File: config.mk
export PLATFORM = sky130hd
export DESIGN_NAME = nes_event_status
export DESIGN_NICKNAME = d
export VERILOG_FILES = /design/src/nes_pkg.sv /design/src/nes_event_status.sv /design/src/nes_sticky_bank.sv
export SDC_FILE = /design/constraint.sdc
export NUM_CORES = 1
export LEC_CHECK = 0
export ABC_AREA = 1
export BUFFER_PORTS_ARGS = -buffer_cell sky130_fd_sc_hd__buf_2
export CORE_ASPECT_RATIO = 2
export CORE_MARGIN = 2
export CORE_UTILIZATION = 35
export DETAILED_ROUTE_END_ITERATION = 12
export GPL_TIMING_DRIVEN = 0
export PLACE_DENSITY = 0.56
export SETUP_SLACK_MARGIN = 0.4
export SYNTH_ARGS = -nofsm -noshare
export SYNTH_HDL_FRONTEND = slang
export SYNTH_SLANG_ARGS = --single-unit
File: constraint.sdc
create_clock -name clock -period 3.8 [get_ports clock]
set_input_delay 0.38 -clock clock [delete_from_list [all_inputs] [get_ports clock]]
set_output_delay 0.38 -clock clock [all_outputs]
set_load 0.01 [all_outputs]
File: src/nes_pkg.sv
// nes_pkg: constants and types for the low event status block
package nes_pkg;
    localparam int unsigned NUM_FLAGS = 9;
    localparam int unsigned APB_AW    = 8;
    localparam int unsigned PTR_W     = 16;

    localparam logic [7:0] OFS_STATUS = 8'h00;
    localparam logic [7:0] OFS_MASK   = 8'h04;
    localparam logic [7:0] OFS_WPTR   = 8'h08;
    localparam logic [7:0] OFS_RPTR   = 8'h0C;
    localparam logic [7:0] OFS_RXCTL  = 8'h10;
    localparam logic [7:0] OFS_TXST   = 8'h14;

    localparam int unsigned FLG_RX_FIFO  = 0;
    localparam int unsigned FLG_TALLY0   = 1;
    localparam int unsigned FLG_AREA     = 4;
    localparam int unsigned FLG_BUF_EXH  = 5;
    localparam int unsigned FLG_DESC_EXH = 6;
    localparam int unsigned FLG_TIMER    = 7;
    localparam int unsigned FLG_TX_ERR   = 8;
    localparam int unsigned CTL_READ_RES = 0;

    localparam logic [8:0]       FLAGS_RESET    = 9'h000;
    localparam logic [8:0]       MASK_RESET     = 9'h000;
    localparam logic [PTR_W-1:0] PTR_RESET      = 16'h0000;
    localparam logic [PTR_W-1:0] RES_ENTRY_STEP = 16'h0008;
    localparam logic [15:0]      TALLY_MAX      = 16'hFFFF;
    localparam logic [15:0]      TALLY_ZERO     = 16'h0000;
    localparam logic [31:0]      TIMER_ZERO     = 32'h0000_0000;
    localparam logic [31:0]      TIMER_ONES     = 32'hFFFF_FFFF;

    typedef logic [2:0][15:0] nes_tally_t;

    typedef struct packed {
        logic byteCountMismatch;
        logic excessCollisions;
        logic txUnderrunErr;
        logic excessDeferral;
    } nes_tx_cause_t;

    typedef struct packed {
        logic          txDone;
        nes_tx_cause_t cause;
    } nes_tx_evt_t;

    typedef struct packed {
        logic listEndSeen;
        logic bufferDone;
        logic areaEndHit;
        logic fetchDone;
        logic fifoFull;
        logic busGranted;
    } nes_rx_evt_t;

    typedef struct packed {
        logic fetchReq;
        logic frameAbort;
        logic rxEnable;
    } nes_rx_ctl_t;

    typedef struct packed {
        logic [8:0]       mask;
        logic [PTR_W-1:0] wptr;
        logic [PTR_W-1:0] rptr;
        logic [31:0]      prdata;
        nes_tx_cause_t    txStatus;
        logic [31:0]      timerPrev;
        nes_tally_t       tallyPrev;
        logic             halted;
        logic             fetchBusy;
        logic             resumeFetch;
        logic             fetchReq;
        logic             frameAbort;
        logic             irq;
    } nes_state_t;

    localparam nes_state_t STATE_RESET = '{
        mask:        MASK_RESET,
        wptr:        PTR_RESET,
        rptr:        PTR_RESET,
        prdata:      32'h0000_0000,
        txStatus:    4'h0,
        // ones, not zero: a timer parked at ones must not look like a wrap after reset
        timerPrev:   TIMER_ONES,
        tallyPrev:   48'h0000_0000_0000,
        halted:      1'b0,
        fetchBusy:   1'b0,
        resumeFetch: 1'b0,
        fetchReq:    1'b0,
        frameAbort:  1'b0,
        irq:         1'b0
    };

    typedef struct packed {
        logic [NUM_FLAGS-1:0] flags;
    } nes_bank_t;
endpackage : nes_pkg

File: src/nes_event_status.sv
// nes_event_status: low event status flags, mask and receive resource tracking
//
// Added by the designer: the APB slave port and the address map.
`timescale 1ns/10ps
module nes_event_status (
    // clock and reset
    input  wire logic                  clock,
    input  wire logic                  reset,
    // apb slave
    input  wire logic                  psel,
    input  wire logic                  penable,
    input  wire logic                  pwrite,
    input  wire logic [7:0]            paddr,
    input  wire logic [31:0]           pwdata,
    output logic      [31:0]           prdata,
    output logic                       pready,
    output logic                       pslverr,
    // event sources
    input  wire nes_pkg::nes_tx_evt_t  txEvt,
    input  wire logic [31:0]           timerValue,
    input  wire nes_pkg::nes_tally_t   tallyValue,
    input  wire nes_pkg::nes_rx_evt_t  rxEvt,
    // receive control and transmit status
    output nes_pkg::nes_rx_ctl_t       rxCtl,
    output nes_pkg::nes_tx_cause_t     txDescStatus,
    // interrupt
    output logic                       irq
);
    import nes_pkg::*;

    nes_state_t           st;
    nes_state_t           st_nxt;
    logic [NUM_FLAGS-1:0] flags;
    logic [NUM_FLAGS-1:0] setEv;
    logic [NUM_FLAGS-1:0] clrMask;
    logic [2:0]           tallyWrap;
    logic                 setup;
    logic                 access;
    logic                 mapped;
    logic                 wrEn;
    logic                 wrStatus;
    logic                 wrCtl;
    logic                 more;
    logic                 rbeClear;
    logic                 cmdFetch;
    logic                 consume;
    logic                 wantFetch;
    logic                 rbeSet;
    logic [PTR_W-1:0]     rptrStep;
    logic [31:0]          readMux;

    // ---- apb decode ----
    assign setup    = psel & ~penable;
    assign access   = psel & penable;
    assign wrEn     = access & pwrite & mapped;
    assign wrStatus = wrEn & (paddr == OFS_STATUS);
    assign wrCtl    = wrEn & (paddr == OFS_RXCTL);
    // zero wait states: read data is captured in the setup cycle
    assign pready   = 1'b1;
    assign pslverr  = access & ~mapped;
    assign prdata   = st.prdata;

    always_comb begin
        mapped  = 1'b1;
        readMux = 32'h0000_0000;
        unique case (paddr)
            OFS_STATUS: readMux = {23'h000000, flags};
            OFS_MASK:   readMux = {23'h000000, st.mask};
            OFS_WPTR:   readMux = {16'h0000, st.wptr};
            OFS_RPTR:   readMux = {16'h0000, st.rptr};
            OFS_RXCTL:  readMux = {30'h00000000, st.fetchBusy, st.halted};
            OFS_TXST:   readMux = {28'h0000000, st.txStatus};
            default:    mapped  = 1'b0;
        endcase
    end

    // ---- event detection ----
    genvar i;
    generate
        for (i = 0; i < 3; i++) begin : g_tally
            assign tallyWrap[i] = (st.tallyPrev[i] == TALLY_MAX)
                                & (tallyValue[i] == TALLY_ZERO);
        end
    endgenerate

    assign rptrStep = st.rptr + RES_ENTRY_STEP;
    // the warning fires on fetching the final entry, one buffer ahead of starvation
    assign rbeSet   = rxEvt.fetchDone & st.fetchBusy & (rptrStep == st.wptr);

    always_comb begin
        setEv                  = '0;
        setEv[FLG_TX_ERR]      = txEvt.txDone & (|txEvt.cause);
        setEv[FLG_TIMER]       = (st.timerPrev == TIMER_ZERO)
                               & (timerValue == TIMER_ONES);
        setEv[FLG_DESC_EXH]    = rxEvt.listEndSeen;
        setEv[FLG_BUF_EXH]     = rbeSet;
        setEv[FLG_AREA]        = rxEvt.areaEndHit;
        setEv[FLG_TALLY0 +: 3] = tallyWrap;
        // transmit underrun is reported elsewhere, only receive overrun here
        setEv[FLG_RX_FIFO]     = rxEvt.fifoFull & ~rxEvt.busGranted;
    end

    assign clrMask = wrStatus ? pwdata[NUM_FLAGS-1:0] : '0;

    nes_sticky_bank #(
        .WIDTH (NUM_FLAGS)
    ) u_bank (
        .clock   (clock),
        .reset   (reset),
        .setEv   (setEv),
        .clrMask (clrMask),
        .flags   (flags)
    );

    // ---- receive resource fetch ----
    assign more      = st.wptr != st.rptr;
    assign rbeClear  = wrStatus & pwdata[FLG_BUF_EXH] & flags[FLG_BUF_EXH];
    assign cmdFetch  = wrCtl & pwdata[CTL_READ_RES];
    assign consume   = rxEvt.bufferDone | rxEvt.areaEndHit;
    // clearing the warning fetches only when entries were added (wptr differs from rptr)
    assign wantFetch = (consume & more & ~st.halted)
                     | cmdFetch
                     | (rbeClear & more);

    always_comb begin
        st_nxt            = st;
        st_nxt.fetchReq   = 1'b0;
        st_nxt.frameAbort = rxEvt.areaEndHit;
        st_nxt.timerPrev  = timerValue;
        st_nxt.tallyPrev  = tallyValue;
        st_nxt.irq        = |(flags & st.mask);
        if (setup) begin
            st_nxt.prdata = readMux;
        end
        if (txEvt.txDone) begin
            st_nxt.txStatus = txEvt.cause;
        end
        if (wrEn && paddr == OFS_MASK) begin
            st_nxt.mask = pwdata[NUM_FLAGS-1:0];
        end
        if (wrEn && paddr == OFS_WPTR) begin
            st_nxt.wptr = pwdata[PTR_W-1:0];
        end
        if (wrEn && paddr == OFS_RPTR) begin
            st_nxt.rptr = pwdata[PTR_W-1:0];
        end
        // last buffer used up with nothing left: stop taking frames
        if (consume && !more) begin
            st_nxt.halted = 1'b1;
        end
        // a request arriving during a fetch is dropped; one fetch at a time
        if (wantFetch && !st.fetchBusy) begin
            st_nxt.fetchReq    = 1'b1;
            st_nxt.fetchBusy   = 1'b1;
            st_nxt.resumeFetch = (rbeClear & more)
                               | (cmdFetch & ~flags[FLG_BUF_EXH]);
        end
        if (rxEvt.fetchDone && st.fetchBusy) begin
            st_nxt.rptr        = rptrStep;
            st_nxt.fetchBusy   = 1'b0;
            st_nxt.resumeFetch = 1'b0;
            if (st.resumeFetch) begin
                st_nxt.halted = 1'b0;
            end
        end
    end

    always_ff @(posedge clock) begin
        if (reset) begin
            st <= STATE_RESET;
        end else begin
            st <= st_nxt;
        end
    end

    assign rxCtl.fetchReq   = st.fetchReq;
    assign rxCtl.frameAbort = st.frameAbort;
    assign rxCtl.rxEnable   = ~st.halted;
    assign txDescStatus     = st.txStatus;
    assign irq              = st.irq;
endmodule : nes_event_status

File: src/nes_sticky_bank.sv
// nes_sticky_bank: sticky event flags, write-one-to-clear
`timescale 1ns/10ps
module nes_sticky_bank #(
    parameter int unsigned WIDTH = nes_pkg::NUM_FLAGS
) (
    // clock and reset
    input  wire logic             clock,
    input  wire logic             reset,
    // set events and clear strobes
    input  wire logic [WIDTH-1:0] setEv,
    input  wire logic [WIDTH-1:0] clrMask,
    // flag state
    output logic      [WIDTH-1:0] flags
);
    import nes_pkg::*;

    nes_bank_t        st;
    nes_bank_t        st_nxt;
    logic [WIDTH-1:0] flagNext;

    genvar i;
    generate
        for (i = 0; i < WIDTH; i++) begin : g_bit
            // a set in the clearing cycle survives
            assign flagNext[i] = setEv[i] | (st.flags[i] & ~clrMask[i]);

        end
    endgenerate

    always_comb begin
        st_nxt       = st;
        st_nxt.flags = flagNext;
    end

    always_ff @(posedge clock) begin
        if (reset) begin
            st.flags <= FLAGS_RESET;
        end else begin
            st <= st_nxt;
        end
    end

    assign flags = st.flags;
endmodule : nes_sticky_bank

-- Word level (Yosys, flattened, before mapping)
Cells that the tools add are included.
Widths: inputs -> output; s select.
- input bits: 136
- register bits: 172
- logic and storage cells: 117
- add/subtract/negate cells: 1
- reductions and logical operators: 18
- mux-type cells: 9
- equality and inequality tests: 11
- bitwise operators: 59
- operators with widths (operator ; number):
    $pmux 16 s6 ; 1
    $eq 16x16->1 const B ; 3
    $logic_not 16->1 ; 3
    $eq 32x32->1 const B ; 1
    $logic_not 32->1 ; 1
    $mux 16 ; 2
    $and 1x1->1 ; 31
    $add 16x4->16 const B ; 1
    $eq 16x16->1 ; 1
    $eq 8x4->1 const B ; 2
    $eq 8x5->1 const B ; 2
    $ne 16x16->1 ; 1
    $not 1->1 ; 14
    $or 1x1->1 ; 13
    $and 9x9->9 ; 1
    $mux 9 ; 1
    $reduce_or 9->1 ; 1
    $eq 8x3->1 const B ; 1
    $logic_not 8->1 ; 1
    $logic_and 1x1->1 ; 6
    $mux 3 ; 2
    $reduce_or 6->1 ; 1
    $reduce_or 4->1 ; 1
    $mux 1 ; 3
    other kinds (3) ; 4

-- Depth between registers and ports, before layout
- word-level depth: 12
- mapped depth: 12
- gate-level depth less buffers: 12

-- Modules after synthesis
From an unflattened synthesis, not the netlist that was laid out.
- cell total of the unflattened synthesis: 969
- area, all modules: 6959.2 µm²
- by module, submodules not included (module ; instances ; sequential area each (µm²) ; area each (µm²) ; cells an instance):
    nes_event_status ; 1 ; 2942.8 ; 6587.6 ; 923
    nes_sticky_bank ; 1 ; 180.2 ; 371.6 ; 46

-- Worst setup path before layout
OpenSTA, ideal clock, no wires.
- path type: input to register
- from: input paddr[5]
- to: register st[160] in the netlist's numbering
- path slack: 2.289 ns
- setup time: 0.119 ns
- arrival time: 1.392 ns
- stages on the path: 9
- path buffers: 1
- cell sequence: inv_1 nand2_1 nor2_1 nand2_1 a21boi_4 nand2_1 buf_2 o21ai_1 a21oi_1
- word-level cells in the longest chain between the ends: 5
- ends and longest elaborated chain (element ; RTL line ; source):
    start: declaration ; nes_event_status.sv:13 ; input wire logic [7:0] paddr,
    $eq 8x5->1 (tied with other cells) ; nes_event_status.sv:66 ; unique case (paddr)
    $reduce_or 6->1 (no line) ; - ;
    $mux 1 ; nes_event_status.sv:66 ;
    $and 1x1->1 ; nes_event_status.sv:55 ; assign wrEn = access & pwrite & mapped;
    $logic_and 1x1->1 * ; nes_event_status.sv:138 ; if (wrEn && paddr == OFS_MASK) begin
    end signal: assignment ; nes_event_status.sv:172 ; st <= st_nxt;
    end: declaration ; nes_event_status.sv:31 ; nes_state_t st;
Every way passes the cells marked *; elsewhere a longest branch is shown, timed or not.
A chain may end at the register's enable or synchronous reset.

-- Worst setup path after layout
- from: register st[126] in the netlist's numbering
- to: register u_bank.flags[5] (netlist name)
- word-level cells in the longest chain between the ends: 4
- ends and longest elaborated chain (element ; RTL line ; source):
    $add 16x4->16 ; nes_event_status.sv:86 ; assign rptrStep = st.rptr + RES_ENTRY_STEP;
    $eq 16x16->1 ; nes_event_status.sv:88 ; assign rbeSet = rxEvt.fetchDone & st.fetchBusy & (rptrStep == st.wptr);
    $and 1x1->1 ; nes_event_status.sv:88 ;
    $or 1x1->1 ; nes_sticky_bank.sv:25 ; assign flagNext[i] = setEv[i] | (st.flags[i] & ~clrMask[i]);
No other way between the ends.

==> flow_metrics.py <==
metrics = {
    "timing": {
        "slew_headroom_pct": 53.4,
        "maxSlewViolCount": 0,
        "skew_ns": 0.0104,
        "rsz_0062_raised_after_global_routing": "no",
        "hold_viol_final": 0,
        "worst-slew-pin-transition_ns": 0.690,
        "tcrit_tclk_final_pct": 50.1,
        "setup-tns-final_ns": 0,
        "finalSetupViolCount": 0,
        "maxClockFrequency_ghz": 0.526,
        "timing.final.crit_period_ns": 1.90,
    },
    "synth": {
        "synth_compound_area_share_pct": 12.6,
        "synth_area_per_cell_um2": 7.39,
        "yosysTopAreaCellShare_pct": 46.0,
        "synth_enable_flop_cells": 0,
        "synth.yosys.warnings": 0,
        "synth-main-ff-cell": "sky130_fd_sc_hd__dfxtp_1",
        "netlist_area_um2": 6790,
        "synth_top_family_by_area": "simple AND/OR/NAND/NOR gates",
        "postSynthRegisterBits": 156,
        "ys_top_cells_by_area": "sky130_fd_sc_hd__dfxtp_1, sky130_fd_sc_hd__nand2_1, sky130_fd_sc_hd__inv_1",
        "synth.distinct_cells": 41,
        "asyncSetResetFlopFracSynth_pct": 0,
        "synth_simple_gate_area_share_pct": 27.1,
        "muxShareOfSynthArea_pct": 0,
        "synth_seq_area_share_pct": 46.0,
        "post-synth-top-area-cell": "sky130_fd_sc_hd__dfxtp_1",
        "yosys.area_share.xor_xnor_pct": 0.903,
        "post_synth_fa_ha_maj_area_fraction_pct": 0.184,
        "postSynthCellCount": 918,
    },
    "clock_tree": {
        "clock_tree.root_cell": "sky130_fd_sc_hd__clkbuf_16",
        "cts_setup_buffers": 0,
        "ctsResizeCount": 0,
        "cts.reportedPaths.clkPinSlew_ns": 0.07,
        "clkSinkCount": 156,
        "clock_latency_ns": 0.43,
        "cts-buffers-inserted": 17,
        "number_of_h_tree_levels": 4,
        "cts.path.max_buffers": 2,
        "hold_buffers": 0,
        "tritoncts": "built",
    },
    "route": {
        "drtPass1Iterations": 4,
        "number_of_design_rule_violations_left_after_detail_routing": 0,
        "via_per_inst": 4.67,
        "vias": 6389,
        "routed_wire_length_per_instance_um": 14.7,
        "routed_wl_um": 20100,
        "detail-route-antenna-nets": 0,
        "first_iter_violations": 290,
    },
    "setup_path": {
        "slowest_stage": "sky130_fd_sc_hd__dfxtp_1",
        "rr_startpoint": "st[126]",
        "crit_path_max_cell_delay_ns": 0.44,
        "critPathCaptureType": "flop",
        "worstPathCellList": "ha_1 > nand2_1 > nor2_4 > nand2_2 > inv_1 > nand2_1 > nand2_1 > nand4_1 > nor2_1 > nand3b_1 > a21oi_1",
        "timing.critical_path.arrival_ns": 2.26,
        "crit_required_ns": 4.16,
        "path_common_cell": "sky130_fd_sc_hd__nand2_1",
        "reg2reg_depth": 11,
        "worstSetupStartpointType": "flop",
        "critical_path.reg2reg.endpoint": "u_bank.flags[5]",
        "crit_fanout": 6,
        "crit_type": "flop to flop",
        "timing.reg2reg.setup_slack_ns": 1.90,
    },
    "finish": {
        "layout-drive-gt1-share_pct": 24.1,
        "layout-area-overhead-vs-synth_pct": 25.4,
        "num-nets-final": 1232,
        "antenna_cells": 0,
    },
    "hold_path": {
        "hp-class": "input pin to flop",
        "hold-path-endpoint": "st[66]",
        "min-delay-start": "timerValue[12]",
        "hold-path-cell-count": 2,
    },
    "floorplanning": {
        "dieArea_um2": 20600,
        "die_height_um": 201,
        "starting_density_pct": 35.4,
        "num_rows": 72,
        "placeableCoreArea_um2": 19200,
        "ioPinCount": 178,
        "die_span_in_x_um": 102,
    },
    "global_routing": {
        "vias_in_the_first_global_route": 6340,
        "grt_first_pass_wirelength_um": 31400,
        "grt_start_max_net_pins": 17,
        "global_route.usage.total_pct": 20.3,
        "initial_antenna_violation_count": 1,
        "grt_overflow_total": 0,
    },
    "flow_run": {
        "max_cap_viol_count": 0,
    },
    "status": {
        "outcome": "complete, no violations",
    },
    "power_and_ir_drop": {
        "power_per_cell_area_nw_per_um2": 441,
        "total_leakage_power_nw": 3.80,
        "fin_total_pwr_mw": 3.75,
        "worst_vdd_rail_ir_drop_mv": 0.274,
    },
    "placement": {
        "post-dp-hpwl_um": 16200,
        "gp_routability_congestion": 0.913,
        "numPortBuffers": 143,
    },
}
worst max-delay path, delay by kind of cell, from the launching register on:
family / cells / cell delay (ns)
adders and majority gates: 1 / 0.20
DFF: 1 / 0.44
AOI/OAI and AO/OA: 1 / 0.13
buffers and inverters: 1 / 0.13
and+or+nand+nor: 8 / 0.94
registers in the layout (all words and copies together), names as in the netlist:
| signal | cells |
|---|---|
| irq | 1 |
| prdata | 16 |
| rxCtl | 2 |
| st | 124 |
| txDescStatus | 4 |
| u_bank.flags | 9 |
metrics by stage:
stage | utilization (%) | instances | worst slack, ns | cell area, µm² | hold slack [ns]
final | 44.4 | 1367 | 1.90 | 8510 | 0.150
after global routing | 44.4 | 1367 | 1.75 | 8510 | 0.143
after CTS | 44.4 | 1367 | 1.90 | 8510 | 0.137
after detailed placement | 41.1 | 1335 | 1.68 | 7880 | 0.456
after global placement | 41.1 | 1335 | 1.66 | 7880 | 0.452
after floorplan | - | 933 | 2.29 | 6840 | 0.437
cell usage after synthesis (5+ instances only):
library cell	instances
sky130_fd_sc_hd__a21oi_1	62
sky130_fd_sc_hd__nand3_1	21
sky130_fd_sc_hd__o21ai_1	6
sky130_fd_sc_hd__nand2_1	188
sky130_fd_sc_hd__inv_1	122
sky130_fd_sc_hd__nor4_1	18
sky130_fd_sc_hd__o22ai_1	12
sky130_fd_sc_hd__buf_4	39
sky130_fd_sc_hd__or2_2	32
sky130_fd_sc_hd__a31oi_1	11
sky130_fd_sc_hd__nor3_1	5
sky130_fd_sc_hd__o21ai_0	47
sky130_fd_sc_hd__nand4_1	38
sky130_fd_sc_hd__dfxtp_1	156
sky130_fd_sc_hd__clkbuf_1	19
sky130_fd_sc_hd__nor2_1	93
sky130_fd_sc_hd__xor2_1	6
sky130_fd_sc_hd__buf_2	7
cell families (layout without fill, tap and decap cells):
family          after synthesis  after routing
xor+xnor                      7              7
flops                       156            156
fa+ha+maj                     1              1
buf+inv                     194            369
other cells                   2             17
simple gates                406            406
compound gates              152            152
how the worst max path moves through the flow:
| stage | start | to | depth (start not counted) |
|---|---|---|---|
| 2_1_floorplan | paddr[5] | st[160] | 9 |
| 3_3_place_gp | paddr[7] | prdata[10] | 9 |
| 3_5_place_dp | paddr[1] | prdata[10] | 9 |
| 4_1_cts | st[126] | u_bank.flags[5] | 11 |
| 5_1_grt | st[4] | st[130] | 5 |
| 6_report | st[126] | u_bank.flags[5] | 11 |
routing by layer:
| layer | vias up | track usage, % | share of wire, % |
|---|---|---|---|
| li1 | 3278 | - | - |
| met1 | 2867 | 19.2 | 34 |
| met2 | 188 | 37.4 | 54 |
| met3 | 54 | 4.00 | 4.7 |
| met4 | 2 | 13.6 | 6.9 |
| met5 | - | 0 | 0.055 |
final cells by class:
type | count | area, µm²
plain buffers | 67 | 415
clock buffers | 20 | 447
clock inverters | 12 | 183
fillers | 2074 | 10700
inverters | 127 | 477
multi-input cells | 583 | 2830
flip-flops and latches | 156 | 3120
well taps | 259 | 324
repair buffers | 143 | 716
cell usage in the layout (no fill, tap or decap), types with 21 or more instances in the layout:
cell type	synthesis	layout
sky130_fd_sc_hd__nand3_1	21	21
sky130_fd_sc_hd__o21ai_0	47	47
sky130_fd_sc_hd__nor2_1	93	93
sky130_fd_sc_hd__clkbuf_1	19	21
sky130_fd_sc_hd__or2_2	32	32
sky130_fd_sc_hd__buf_4	39	39
sky130_fd_sc_hd__a21oi_1	62	62
sky130_fd_sc_hd__nand2_1	188	188
sky130_fd_sc_hd__inv_1	122	122
sky130_fd_sc_hd__dfxtp_1	156	156
sky130_fd_sc_hd__nand4_1	38	38
sky130_fd_sc_hd__buf_2	7	150
power by group:
group | total [mW] | internal [mW] | switching, mW
Combinational | 0.230 | 0.100 | 0.129
Clock | 1.82 | 1.13 | 0.691
Sequential | 1.71 | 1.69 | 0.0174
Note: power is estimated with default switching activity, not from simulation.
